--- config.mk ---
export PLATFORM = sky130hd
export DESIGN_NAME = pmu_mode_sequencer
export DESIGN_NICKNAME = d
export VERILOG_FILES = /design/src/pmu_pkg.sv /design/src/pmu_mode_sequencer.sv
export SDC_FILE = /design/constraint.sdc
export NUM_CORES = 1
export LEC_CHECK = 0
export BUFFER_PORTS_ARGS = -buffer_cell sky130_fd_sc_hd__buf_2
export CORE_MARGIN = 2
export CORE_UTILIZATION = 55
export DETAILED_ROUTE_END_ITERATION = 6
export GPL_TIMING_DRIVEN = 1
export PLACE_DENSITY = 0.73
export RECOVER_POWER = 100
export SETUP_SLACK_MARGIN = 0.02
export SYNTH_ARGS = -nofsm -noshare
export SYNTH_HDL_FRONTEND = slang
export SYNTH_SLANG_ARGS = --single-unit
--- constraint.sdc ---
create_clock -name clk -period 4.11 [get_ports clk]
set_clock_uncertainty 0.1 [all_clocks]
set_input_delay 0.6165 -clock clk [delete_from_list [all_inputs] [get_ports clk]]
set_output_delay 0.6165 -clock clk [all_outputs]
set_load 0.005 [all_outputs]
--- src/pmu_pkg.sv ---
// Constants and types shared by the mode sequencer
package pmu_pkg;

  // ------------------------------------------------------------
  // Register indices (byte address = 4 * index)
  // ------------------------------------------------------------
  localparam int REG_NUM = 13;
  localparam logic [3:0] IDX_GENERAL = 4'h0;
  localparam logic [3:0] IDX_LDO1 = 4'h1;
  localparam logic [3:0] IDX_BUCK1 = 4'h6;
  localparam logic [3:0] IDX_BUCK2 = 4'h7;
  localparam logic [3:0] IDX_ENABLE = 4'h8;
  localparam logic [3:0] IDX_PULLDOWN = 4'h9;
  localparam logic [3:0] IDX_STATUS = 4'hA;
  localparam logic [3:0] IDX_INT = 4'hB;
  localparam logic [3:0] IDX_MASK = 4'hC;

  // ------------------------------------------------------------
  // Field positions
  // ------------------------------------------------------------
  localparam int GEN_EXT_DVS = 2;
  localparam int GEN_EXT_SLEEP = 1;
  localparam int EN_DVS_V1 = 7;
  localparam int EN_SLEEP = 6;
  localparam int SLOT_LSB = 5;
  localparam int VOLT_MSB = 4;
  localparam int PWM_BIT = 5;
  localparam logic [2:0] SLOT_NONE = 3'h7;
  localparam logic [2:0] SLOT_LAST = 3'h6;
  localparam int CHAN_NUM = 6;

  // ------------------------------------------------------------
  // Setup-select pad codes
  // ------------------------------------------------------------
  localparam logic [1:0] SEL_HIGH = 2'h1;
  localparam logic [1:0] SEL_LOW = 2'h0;
  localparam logic [1:0] SEL_FLOAT = 2'h2;

  // ------------------------------------------------------------
  // Power-on defaults per setup, index 12 first
  // ------------------------------------------------------------
  localparam logic [12:0][7:0] DEF_SETUP1 = {8'h03, 8'h00, 8'h00, 8'h3F,
    8'h8F, 8'h05, 8'hE5, 8'hFF, 8'h63, 8'h6C, 8'h75, 8'h7D, 8'h01};
  localparam logic [12:0][7:0] DEF_SETUP2 = {8'h03, 8'h00, 8'h00, 8'h3F,
    8'h84, 8'h09, 8'hEB, 8'hFF, 8'hFA, 8'h75, 8'hFD, 8'hFD, 8'h05};
  localparam logic [12:0][7:0] DEF_SETUP3 = {8'h03, 8'h00, 8'h00, 8'h3F,
    8'h8F, 8'h09, 8'hE9, 8'hFF, 8'h65, 8'h6C, 8'h75, 8'h79, 8'h01};

  // ------------------------------------------------------------
  // Timing
  // ------------------------------------------------------------
  localparam int CLK_KHZ = 40000;
  localparam int STEP_US = 25;
  localparam int BIAS_US = 150;
  localparam int STEP_CYC = STEP_US * CLK_KHZ / 1000;
  localparam int BIAS_CYC = BIAS_US * CLK_KHZ / 1000;
  localparam logic [1:0] POR_WAIT = 2'h3;

  // ------------------------------------------------------------
  // Types
  // ------------------------------------------------------------
  typedef enum logic [2:0] {
    ST_POR, ST_LOAD, ST_STANDBY, ST_BIAS, ST_START, ST_IDLE, ST_STOP, ST_STOP_REGS
  } pmu_state_t;

  typedef struct packed {
    logic [2:0] slot;
    logic [4:0] volt;
  } pmu_chan_t;

  typedef struct packed {
    logic psel;
    logic penable;
    logic pwrite;
    logic [5:0] paddr;
    logic [31:0] pwdata;
  } pmu_apb_req_t;

endpackage : pmu_pkg

--- src/pmu_mode_sequencer.sv ---
// Mode and power sequencer with APB register file
`timescale 1ns/1ps

// Contract
// (RQ1) After power-on reset, sample setup and address pins, load defaults, enter standby.
// (RQ2) Power-on reset to standby completes well within 500 us.
// (RQ3) Standby keeps all outputs off while registers stay writable.
// (RQ4) Start-up begins on enable rising edge or thermal recovery with enable high.
// (RQ5) Start-up waits the bias delay, then enables outputs at programmed steps.
// (RQ6) The sequencing step is 25 us counted from clock cycles.
// (RQ7) After start-up, idle lets software switch and reconfigure every output.
// (RQ8) Shut-down disables in reverse order on enable fall or thermal shutdown.
// (RQ9) Host should not write registers while a sequence runs.
// (RQ10) Outputs outside the sequence switch off at once on enable falling edge.
// (RQ11) During shut-down pulldown and mask registers return to defaults.
// (RQ12) Later in shut-down registers 0 to 8 return to defaults.
// (RQ13) Sleep is selected by a control bit or the voltage-scale pin.
// (RQ14) Buck setting is selected by a control bit or the voltage-scale pin.
// (RQ15) Unmasked early-warning or shutdown thermal event drives interrupt low.
// (RQ16) Reading the interrupt register releases the interrupt output.
// (RQ17) Setups 1 and 3 start regulators one to four together.
// (RQ18) Setup 2 starts only regulator three.
// (RQ19) Setup 2 buck default follows voltage-scale pin: 1.2V low, 1.3V high.
// (RQ20) Setup pin high, low or floating selects setup 1, 2 or 3.
// (RQ21) Under pin control, scale pin high selects the first buck setting.
// (RQ22) Sequencer is a state machine with standby, start-up, idle, shut-down.
module pmu_mode_sequencer #(
  parameter int BIAS_CYCLES = pmu_pkg::BIAS_CYC,
  parameter int STEP_CYCLES = pmu_pkg::STEP_CYC
) (
  input wire logic clk,
  input wire logic nrst,
  input wire pmu_pkg::pmu_apb_req_t apb_req,
  output logic [31:0] prdata,
  output logic pready,
  output logic pslverr,
  input wire logic enable_pin,
  input wire logic voltage_scale_pin,
  input wire logic [1:0] setup_select_pin,
  input wire logic [1:0] address_select_pin,
  input wire logic thermal_shutdown,
  input wire logic thermal_early_warning,
  output logic [5:0] chan_en,
  output logic [4:0] buck_code,
  output logic force_pwm,
  output logic sleep_en,
  output logic [5:0] pulldown_en,
  output logic [1:0] address_code,
  output logic irq_n_out,
  output logic irq_n_oe_n
);

  // ------------------------------------------------------------
  // Helpers
  // ------------------------------------------------------------
  function automatic logic [7:0] def_val(input logic [1:0] setup, input int idx);
    logic [7:0] v;
    v = pmu_pkg::DEF_SETUP1[idx];
    if (setup == pmu_pkg::SEL_LOW) begin
      v = pmu_pkg::DEF_SETUP2[idx];
    end else if (setup == pmu_pkg::SEL_FLOAT) begin
      v = pmu_pkg::DEF_SETUP3[idx];
    end
    return v;
  endfunction : def_val

  // ------------------------------------------------------------
  // Pin synchronisers
  // ------------------------------------------------------------
  logic [7:0] sync1_q;
  logic [7:0] sync2_q;
  logic en_d_q;
  logic tsd_d_q;
  logic ew_d_q;
  always_ff @(posedge clk or negedge nrst) begin
    if (!nrst) begin
      sync1_q <= 8'h00;
      sync2_q <= 8'h00;
      en_d_q <= 1'b0;
      tsd_d_q <= 1'b0;
      ew_d_q <= 1'b0;
    end else begin
      sync1_q <= {address_select_pin, setup_select_pin, thermal_early_warning,
                  thermal_shutdown, voltage_scale_pin, enable_pin};
      sync2_q <= sync1_q;
      en_d_q <= sync2_q[0];
      tsd_d_q <= sync2_q[2];
      ew_d_q <= sync2_q[3];
    end
  end

  logic en_s;
  logic vs_s;
  logic tsd_s;
  logic ew_s;
  assign en_s = sync2_q[0];
  assign vs_s = sync2_q[1];
  assign tsd_s = sync2_q[2];
  assign ew_s = sync2_q[3];
  logic en_rise;
  logic en_fall;
  logic tsd_rise;
  logic tsd_fall;
  assign en_rise = en_s & ~en_d_q;
  assign en_fall = ~en_s & en_d_q;
  assign tsd_rise = tsd_s & ~tsd_d_q;
  assign tsd_fall = ~tsd_s & tsd_d_q;

  // ------------------------------------------------------------
  // APB decode
  // ------------------------------------------------------------
  logic [3:0] idx;
  logic mapped;
  logic acc;
  logic wr;
  logic rd_int;
  assign idx = apb_req.paddr[5:2];
  assign mapped = (apb_req.paddr[1:0] == 2'h0) && (idx <= pmu_pkg::IDX_MASK);
  assign acc = apb_req.psel & apb_req.penable & pready;
  assign wr = acc & apb_req.pwrite & mapped;
  assign rd_int = acc & ~apb_req.pwrite & (idx == pmu_pkg::IDX_INT) & mapped;

  // ------------------------------------------------------------
  // Sequencer state machine
  // ------------------------------------------------------------
  pmu_pkg::pmu_state_t state_q;
  logic [1:0] por_cnt_q;
  logic [15:0] cnt_q;
  logic [2:0] step_q;
  logic [1:0] setup_q;
  logic tick;
  assign tick = (cnt_q == 16'(STEP_CYCLES - 1)); // [RQ6]

  always_ff @(posedge clk or negedge nrst) begin
    if (!nrst) begin
      state_q <= pmu_pkg::ST_POR;
      por_cnt_q <= 2'h0;
      cnt_q <= 16'h0000;
      step_q <= 3'h0;
    end else begin
      cnt_q <= cnt_q + 16'h0001;
      case (state_q)
        pmu_pkg::ST_POR: begin
          // Wait for pins to pass the synchroniser
          por_cnt_q <= por_cnt_q + 2'h1;
          if (por_cnt_q == pmu_pkg::POR_WAIT) begin
            state_q <= pmu_pkg::ST_LOAD; // [RQ1] [RQ2]
          end
        end
        pmu_pkg::ST_LOAD: begin
          state_q <= pmu_pkg::ST_STANDBY; // [RQ1] [RQ22]
        end
        pmu_pkg::ST_STANDBY: begin
          cnt_q <= 16'h0000;
          if ((en_rise & ~tsd_s) | (tsd_fall & en_s)) begin
            state_q <= pmu_pkg::ST_BIAS; // [RQ4]
          end
        end
        pmu_pkg::ST_BIAS: begin
          if (en_fall | tsd_s) begin
            state_q <= pmu_pkg::ST_STOP;
            step_q <= pmu_pkg::SLOT_LAST;
            cnt_q <= 16'h0000;
          end else if (cnt_q == 16'(BIAS_CYCLES - 1)) begin
            state_q <= pmu_pkg::ST_START; // [RQ5]
            step_q <= 3'h0;
            cnt_q <= 16'h0000;
          end
        end
        pmu_pkg::ST_START: begin
          if (en_fall | tsd_s) begin
            state_q <= pmu_pkg::ST_STOP;
            step_q <= pmu_pkg::SLOT_LAST;
            cnt_q <= 16'h0000;
          end else if (tick) begin
            cnt_q <= 16'h0000;
            step_q <= step_q + 3'h1;
            if (step_q == pmu_pkg::SLOT_LAST) begin
              state_q <= pmu_pkg::ST_IDLE; // [RQ7]
            end
          end
        end
        pmu_pkg::ST_IDLE: begin
          if (en_fall | tsd_s) begin
            state_q <= pmu_pkg::ST_STOP; // [RQ8]
            step_q <= pmu_pkg::SLOT_LAST;
            cnt_q <= 16'h0000;
          end
        end
        pmu_pkg::ST_STOP: begin
          if (tick) begin
            cnt_q <= 16'h0000;
            step_q <= step_q - 3'h1;
            if (step_q == 3'h0) begin
              state_q <= pmu_pkg::ST_STOP_REGS;
            end
          end
        end
        pmu_pkg::ST_STOP_REGS: begin
          if (tick) begin
            state_q <= pmu_pkg::ST_STANDBY;
          end
        end
        default: begin
          state_q <= pmu_pkg::ST_POR;
        end
      endcase
    end
  end

  // ------------------------------------------------------------
  // Strap capture
  // ------------------------------------------------------------
  always_ff @(posedge clk or negedge nrst) begin
    if (!nrst) begin
      setup_q <= pmu_pkg::SEL_HIGH;
      address_code <= 2'h0;
    end else if (state_q == pmu_pkg::ST_POR && por_cnt_q == pmu_pkg::POR_WAIT) begin
      setup_q <= sync2_q[5:4]; // [RQ1] [RQ20]
      address_code <= sync2_q[7:6];
    end
  end

  // ------------------------------------------------------------
  // Register file
  // ------------------------------------------------------------
  logic [7:0] regs_q [pmu_pkg::REG_NUM];
  logic stop_done;
  logic regs_done;
  assign stop_done = (state_q == pmu_pkg::ST_STOP) && tick && (step_q == 3'h0);
  assign regs_done = (state_q == pmu_pkg::ST_STOP_REGS) && tick;

  always_ff @(posedge clk or negedge nrst) begin
    if (!nrst) begin
      for (int i = 0; i < pmu_pkg::REG_NUM; i++) begin
        regs_q[i] <= 8'h00;
      end
    end else begin
      for (int i = 0; i < pmu_pkg::REG_NUM; i++) begin
        if (state_q == pmu_pkg::ST_LOAD) begin
          regs_q[i] <= def_val(setup_q, i); // [RQ1] [RQ17] [RQ18] [RQ19]
        end else if (stop_done && (i == pmu_pkg::IDX_PULLDOWN || i == pmu_pkg::IDX_MASK)) begin
          regs_q[i] <= def_val(setup_q, i); // [RQ11]
        end else if (regs_done && i <= pmu_pkg::IDX_ENABLE) begin
          regs_q[i] <= def_val(setup_q, i); // [RQ12]
        end else if (wr && idx == 4'(i) && i != pmu_pkg::IDX_STATUS && i != pmu_pkg::IDX_INT) begin
          regs_q[i] <= apb_req.pwdata[7:0]; // [RQ3] [RQ7]
        end
      end
    end
  end

  // ------------------------------------------------------------
  // Output enables
  // ------------------------------------------------------------
  logic [5:0] in_seq;
  logic [5:0] at_step;
  logic [5:0] en_bits;
  pmu_pkg::pmu_chan_t chan [pmu_pkg::CHAN_NUM];
  always_comb begin
    for (int c = 0; c < pmu_pkg::CHAN_NUM; c++) begin
      chan[c] = regs_q[c + 1];
      in_seq[c] = chan[c].slot != pmu_pkg::SLOT_NONE;
      at_step[c] = chan[c].slot == step_q;
    end
  end
  assign en_bits = regs_q[pmu_pkg::IDX_ENABLE][5:0];

  always_ff @(posedge clk or negedge nrst) begin
    if (!nrst) begin
      chan_en <= 6'h00;
    end else begin
      case (state_q)
        pmu_pkg::ST_START: begin
          if (en_fall | tsd_s) begin
            chan_en <= chan_en & in_seq; // [RQ10]
          end else if (tick) begin
            chan_en <= chan_en | (at_step & en_bits); // [RQ5] [RQ17] [RQ18]
          end
        end
        pmu_pkg::ST_IDLE: begin
          if (en_fall | tsd_s) begin
            chan_en <= chan_en & in_seq; // [RQ10]
          end else begin
            chan_en <= en_bits; // [RQ7]
          end
        end
        pmu_pkg::ST_STOP: begin
          if (tick) begin
            chan_en <= chan_en & ~at_step; // [RQ8]
          end
        end
        pmu_pkg::ST_STOP_REGS: begin
          chan_en <= 6'h00;
        end
        default: begin
          chan_en <= 6'h00; // [RQ3]
        end
      endcase
    end
  end

  // ------------------------------------------------------------
  // Buck setting, sleep, pulldowns
  // ------------------------------------------------------------
  logic use_v1;
  logic sleep_req;
  logic running;
  logic [7:0] gen;
  logic [7:0] enr;
  assign gen = regs_q[pmu_pkg::IDX_GENERAL];
  assign enr = regs_q[pmu_pkg::IDX_ENABLE];
  assign use_v1 = gen[pmu_pkg::GEN_EXT_DVS] ? vs_s : enr[pmu_pkg::EN_DVS_V1]; // [RQ14] [RQ21]
  assign sleep_req = gen[pmu_pkg::GEN_EXT_SLEEP] ? ~vs_s : enr[pmu_pkg::EN_SLEEP]; // [RQ13]
  assign running = (state_q == pmu_pkg::ST_IDLE);

  always_ff @(posedge clk or negedge nrst) begin
    if (!nrst) begin
      buck_code <= 5'h00;
      force_pwm <= 1'b0;
      sleep_en <= 1'b0;
      pulldown_en <= 6'h00;
    end else begin
      buck_code <= use_v1 ? regs_q[pmu_pkg::IDX_BUCK1][pmu_pkg::VOLT_MSB:0]
                          : regs_q[pmu_pkg::IDX_BUCK2][pmu_pkg::VOLT_MSB:0]; // [RQ14] [RQ19]
      force_pwm <= regs_q[pmu_pkg::IDX_BUCK2][pmu_pkg::PWM_BIT];
      sleep_en <= running & sleep_req; // [RQ13]
      pulldown_en <= regs_q[pmu_pkg::IDX_PULLDOWN][5:0];
    end
  end

  // ------------------------------------------------------------
  // Thermal flags and interrupt pin
  // ------------------------------------------------------------
  logic [1:0] int_q;
  logic [1:0] int_set;
  assign int_set = {tsd_rise, ew_s & ~ew_d_q};

  always_ff @(posedge clk or negedge nrst) begin
    if (!nrst) begin
      int_q <= 2'h0;
      irq_n_oe_n <= 1'b1;
      irq_n_out <= 1'b0;
    end else begin
      int_q <= (int_q & ~{2{rd_int}}) | int_set; // [RQ15] [RQ16]
      irq_n_oe_n <= ~|(int_q & ~regs_q[pmu_pkg::IDX_MASK][1:0]); // [RQ15]
      irq_n_out <= 1'b0;
    end
  end

  // ------------------------------------------------------------
  // APB answer
  // ------------------------------------------------------------
  logic [7:0] rd_val;
  always_comb begin
    rd_val = 8'h00;
    if (idx == pmu_pkg::IDX_STATUS) begin
      rd_val = {6'h00, tsd_s, ew_s};
    end else if (idx == pmu_pkg::IDX_INT) begin
      rd_val = {6'h00, int_q};
    end else if (mapped) begin
      rd_val = regs_q[idx];
    end
  end

  always_ff @(posedge clk or negedge nrst) begin
    if (!nrst) begin
      pready <= 1'b0;
      pslverr <= 1'b0;
      prdata <= 32'h0000_0000;
    end else begin
      pready <= apb_req.psel & ~apb_req.penable;
      pslverr <= apb_req.psel & ~apb_req.penable & ~mapped;
      if (apb_req.psel & ~apb_req.penable) begin
        prdata <= {24'h00_0000, mapped ? rd_val : 8'h00};
      end
    end
  end

endmodule : pmu_mode_sequencer

-- After elaboration in Yosys (flattened, before gate mapping)
Index checks and enable logic that the tools add are counted.
- bits in registers: 167
- logic and storage cells: 243
- input port bits: 51
- eq/ne operators: 45
- bitwise operators: 39
- mux-type cells: 83
- add/subtract/negate cells: 4
- magnitude comparators: 2
- reductions and logical operators: 38
- operator list (kind ; number):
    $mux 8 ; 42
    $mux 16 ; 5
    $pmux 16 s5 ; 1
    $mux 3 ; 19
    $reduce_bool 3->1 ; 11
    $bmux 8 s4 ; 1
    $ne 3x3->1 const B ; 9
    $mux 6 ; 4
    $pmux 3 s8 ; 1
    $eq 4x4->1 const B ; 5
    $and 6x6->6 ; 3
    $eq 3x3->1 ; 6
    $pmux 6 s3 ; 1
    $and 1x1->1 ; 17
    $add 16x1->16 const B ; 1
    $eq 16x10->1 const B ; 1
    $eq 16x13->1 const B ; 1
    $eq 4x3->1 const B ; 4
    $logic_and 1x1->1 ; 16
    $mux 4 ; 4
    $eq 3x3->1 const B ; 5
    $pmux 3 s4 ; 1
    $mux 5 ; 2
    $ne 2x2->1 const B ; 5
    other kinds (29) ; 46

-- Depth between registers and ports, before layout
- depth in word-level cells: 8
- mapped depth: 8

-- Worst setup path after synthesis
OpenSTA, ideal clock, no wires.
- path type: register -> register
- from: reg cnt_q[0]
- to: reg step_q[2]
- slack: 1951 ps
- buffers on the path: 0
- data required time: 3885 ps
- data arrival time: 1934 ps
- setup time: 125 ps
- cell stages (with the launch flop): 7
- cell sequence: dfrtp_1 -> ha_1 -> and4bb_2 -> and4_4 -> a2111oi_4 -> nor3_2 -> mux2_4
- cells in the longest elaborated chain, start to end: 3
- elaborated cells between the ends (all ways): 6
- those cells by class: eq/ne (5); reduce/logical (1)
- ends and longest elaborated chain (what ; line ; RTL):
    start: declaration ; pmu_mode_sequencer.sv:128 ; logic [15:0] cnt_q;
    start signal: assignment ; pmu_mode_sequencer.sv:141 ; cnt_q <= cnt_q + 16'h0001;
    $eq 16x13->1 / $eq 16x10->1 (equally long branches) ; pmu_mode_sequencer.sv:164, pmu_mode_sequencer.sv:132 ;
    $ne 3x3->1 (no line) / $ne 2x2->1 (equally long branches) ; - ;
    $reduce_and 5->1 (no line) * ; - ;
    end signal: assignment ; pmu_mode_sequencer.sv:162 ; step_q <= pmu_pkg::SLOT_LAST;
    end signal: assignment ; pmu_mode_sequencer.sv:173 ; step_q <= pmu_pkg::SLOT_LAST;
    end signal: assignment ; pmu_mode_sequencer.sv:177 ; step_q <= step_q + 3'h1;
    end: declaration ; pmu_mode_sequencer.sv:129 ; logic [2:0] step_q;
Every way passes the cells marked *; elsewhere a longest branch is shown, timed or not.
A chain may end at the register's enable or synchronous reset.

-- Final worst setup path
Same ends and word-level chain as after synthesis.

==> summary.txt <==
Run status
  – Outcome: finished with violations
  – Failing checks: max-capacitance violations, max-slew violations

Finish
  – Most common cell after layout, fill and taps aside: dfrtp_1
  – Final Util: 0.6153
  – Multi-input combinational cell area: around 3900 µm²
  – Most frequent cells in the layout: dfrtp_1, nand2_1, nand3_1, mux2i_1, nor2_1
  – Fillers: approximately 1,300
  – Ratio of cells with drive above 1 in the final layout: 0.1315
  – Synth-to-Final Area Change: 8.980%
  – Register area: between 4000 and 5000 µm²
  – Nets@finish: 935

Floorplanning
  – Die width: around 130 µm
  – Initial core utilization: 0.5646
  – FP Rows: 45
  – Core area: approximately 15,000 µm²
  – Die area: about 17,000 µm²
  – Height of the die: 128.9 µm
  – I/O pins: 108

Pwr
  – Sw frac: 0.2831
  – Comb pwr share: 0.147
  – Power Density: approximately 430 nW/µm²
  – Leakage Power: ~4.2 nW
  – Internal power: between 2 and 3 mW
  – Clock power frac: 0.393
  – P_sw: ~1.1 mW
  – Sequential share of power: 0.460
  – VDD IR-drop max: between 0.3 and 0.4 mV

Clocking
  – Clk root buf: clkbuf_16
  – Post-CTS Setup Inserts: 0
  – Clock slew at reported path FFs: around 60 ps
  – CTS tree: yes
  – Worst-case clock buffer depth: 2
  – Worst-skew pair later-pin latency: between 400 and 500 ps
  – Post-cts sizing count: 0
  – Hold Buf Count CTS: 0
  – Clock sinks: around 170
  – Number of clock buffers inserted by TritonCTS: 17
  – H-tree lvl count: 4

Timing
  – Max Fclk: 0.2975 GHz
  – Final worst path period need: about 3400 ps
  – Final worst slack: between 700 and 800 ps
  – Worst Max-Slew Pin Slew: ~2100 ps
  – RSZ-0062 raised after global routing: no
  – Relative slew slack: -0.3969
  – Final worst-path cycle share: 0.8180
  – Final TNS setup: 0 ps
  – Setup Viol. Count Final: 0
  – Slew Viols, Final: approximately 130
  – Hold slack: approximately 190 ps
  – Final Hold Vio Count: 0

GRT
  – Remaining Overflow, GRT: 0
  – Largest net degree at the start of global routing: 86
  – Number of global-route vias before repair: between 6,000 and 7,000
  – First-pass GRT wire length: 34,070 µm
  – Initial antenna violation count: 1
  – GRT Total Usage: 0.2698

Worst setup path
  – Req. time, crit path: ~4300 ps
  – Crit-path max FO: 4
  – Setup CP Type: reg2reg
  – CP Capture Type: flip-flop
  – Startpoint Class: flip-flop
  – Worst EP arrival: about 3600 ps

Synth
  – Seq/Total Area, Yosys: 0.4872
  – Synth top area share: 0.4810
  – Synth area leader: dfrtp_1
  – Top post-synthesis cells by area: dfrtp_1, mux2i_1, nand2_1
  – Mapped Cells: about 840
  – Main synth FF type: dfrtp_1
  – Synth unique cells: a little under 70
  – Post-synthesis register bit count: between 150 and 200
  – Post-Synthesis Mean Instance Area: between 10 and 15 µm²
  – Mapped cell area: approximately 8600 µm²
  – Async S/R FF share, synth: 1.000
  – Ys Warns: 0
  – Number of synthesized flops with an enable pin: 0

Routing
  – Total detailed-routing wirelength: around 21,000 µm
  – Total number of vias: 6,508
  – Vias per cell: 6.032
  – Residual DRC: 0
  – Wire per inst: between 15 and 20 µm
  – DR iter-0 viols: about 640
  – Final ANT Viol Nets: 0
  – Pre-antenna DRT Iters: 7

Placed design
  – GPL Wtd Cong: 0.8639
  – Hpwl dp: 14,460 µm
  – Port bufs: 58
  – DP Worst Slack: roughly 1100 ps

Min path
  – Hold Crit Class: in2reg

Flow run
  – Max Cap Violations: 5
synthesized netlist by cell type (7+ instances only):
cell	count
nor2_1	58
a21oi_1	22
nand2_1	116
and3_1	9
and4_1	7
nor3_1	12
inv_1	17
buf_4	30
o21ai_0	29
mux4_2	9
nand3_1	65
nor2b_1	13
nand2b_1	8
xor2_1	29
a211oi_1	15
mux2_2	12
and2_1	10
dfrtp_1	165
buf_2	16
clkbuf_1	19
mux2i_1	66
per-stage QoR:
stage / std cells / area (µm²) / total power [mW]
finish: 1079 / 9354 / 4.034
global route: 1078 / 9351 / 4.208
CTS: 1078 / 9457 / 4.077
detailed placement: 1047 / 8869 / 2.492
global placement: 1047 / 8869 / 2.474
floorplan: 861 / 8673 / 2.353
path summary, 6_finish.rpt:
path	from	to	slack, ps	cells past startpoint
max	cnt_q[0]$_DFF_PN0_	step_q[2]$_DFFE_PN0P_	750	6
max reg2reg	cnt_q[0]$_DFF_PN0_	step_q[2]$_DFFE_PN0P_	750	6
max in group asynchronous	nrst	chan[32]$_DFFE_PN0P_	1550	2
min reg2reg	sync1_q[0]$_DFF_PN0_	sync2_q[0]$_DFF_PN0_	250	0
min in group asynchronous	nrst	regs_q[28]$_DFFE_PN0P_	700	1
min	voltage_scale_pin	sync1_q[1]$_DFF_PN0_	190	1
cell type report:
| class | instances | area share |
|---|---|---|
| clock inverter | 11 | 0.01297 |
| timing repair buffer | 69 | 0.03545 |
| sequential | 167 | 0.4470 |
| inverter | 18 | 0.007223 |
| multi-input combinational | 605 | 0.4220 |
| antenna | 1 | 0.0002675 |
| tap | 188 | 0.02515 |
| clock buffer | 20 | 0.04989 |
layer usage:
metal	share of wire	track usage	up-vias
li1	-	-	2993
met1	0.44	0.3809	3188
met2	0.46	0.3990	288
met3	0.080	0.07027	39
met4	0.027	0.1119	0
met5	0	0	-
critical path, cell delays in order, from the launching register on:
cell       delay, ps
dfrtp_1          400
ha_1             260
and4bb_2         270
and4_1           210
a2111oi_0       1440
nor3_2           200
mux2_2           360
kinds of logic after synthesis:
logic type | count (synthesis) | synth area share
flops | 167 | 0.4872
mux | 88 | 0.1181
buf+inv | 89 | 0.05875
other cells | 1 | 0.0004369
simple gates | 330 | 0.1892
compound gates | 121 | 0.1019
xor+xnor | 35 | 0.03571
fa+ha+maj | 6 | 0.008746
power groups by stage:
| stage | Clock (mW) | Sequential (mW) | Combinational, mW |
|---|---|---|---|
| 2_1_floorplan | 0 | 1.79 | 0.567 |
| 3_3_place_gp | 0 | 1.88 | 0.593 |
| 3_5_place_dp | 0 | 1.88 | 0.609 |
| 4_1_cts | 1.61 | 1.85 | 0.613 |
| 5_1_grt | 1.67 | 1.87 | 0.670 |
| 6_report | 1.58 | 1.86 | 0.594 |
registers in the layout, indices dropped and copies added, names as in the netlist, 3 cells and up:
register and flops:
prdata 8, sync2_q 8, enr 8, state_q 3, chan_en 6, cnt_q 16
buck_code 5, chan 48, gen 8, sync1_q 8, regs_q 24, step_q 3
pulldown_en 6
Note: power is estimated with default switching activity, not from simulation.
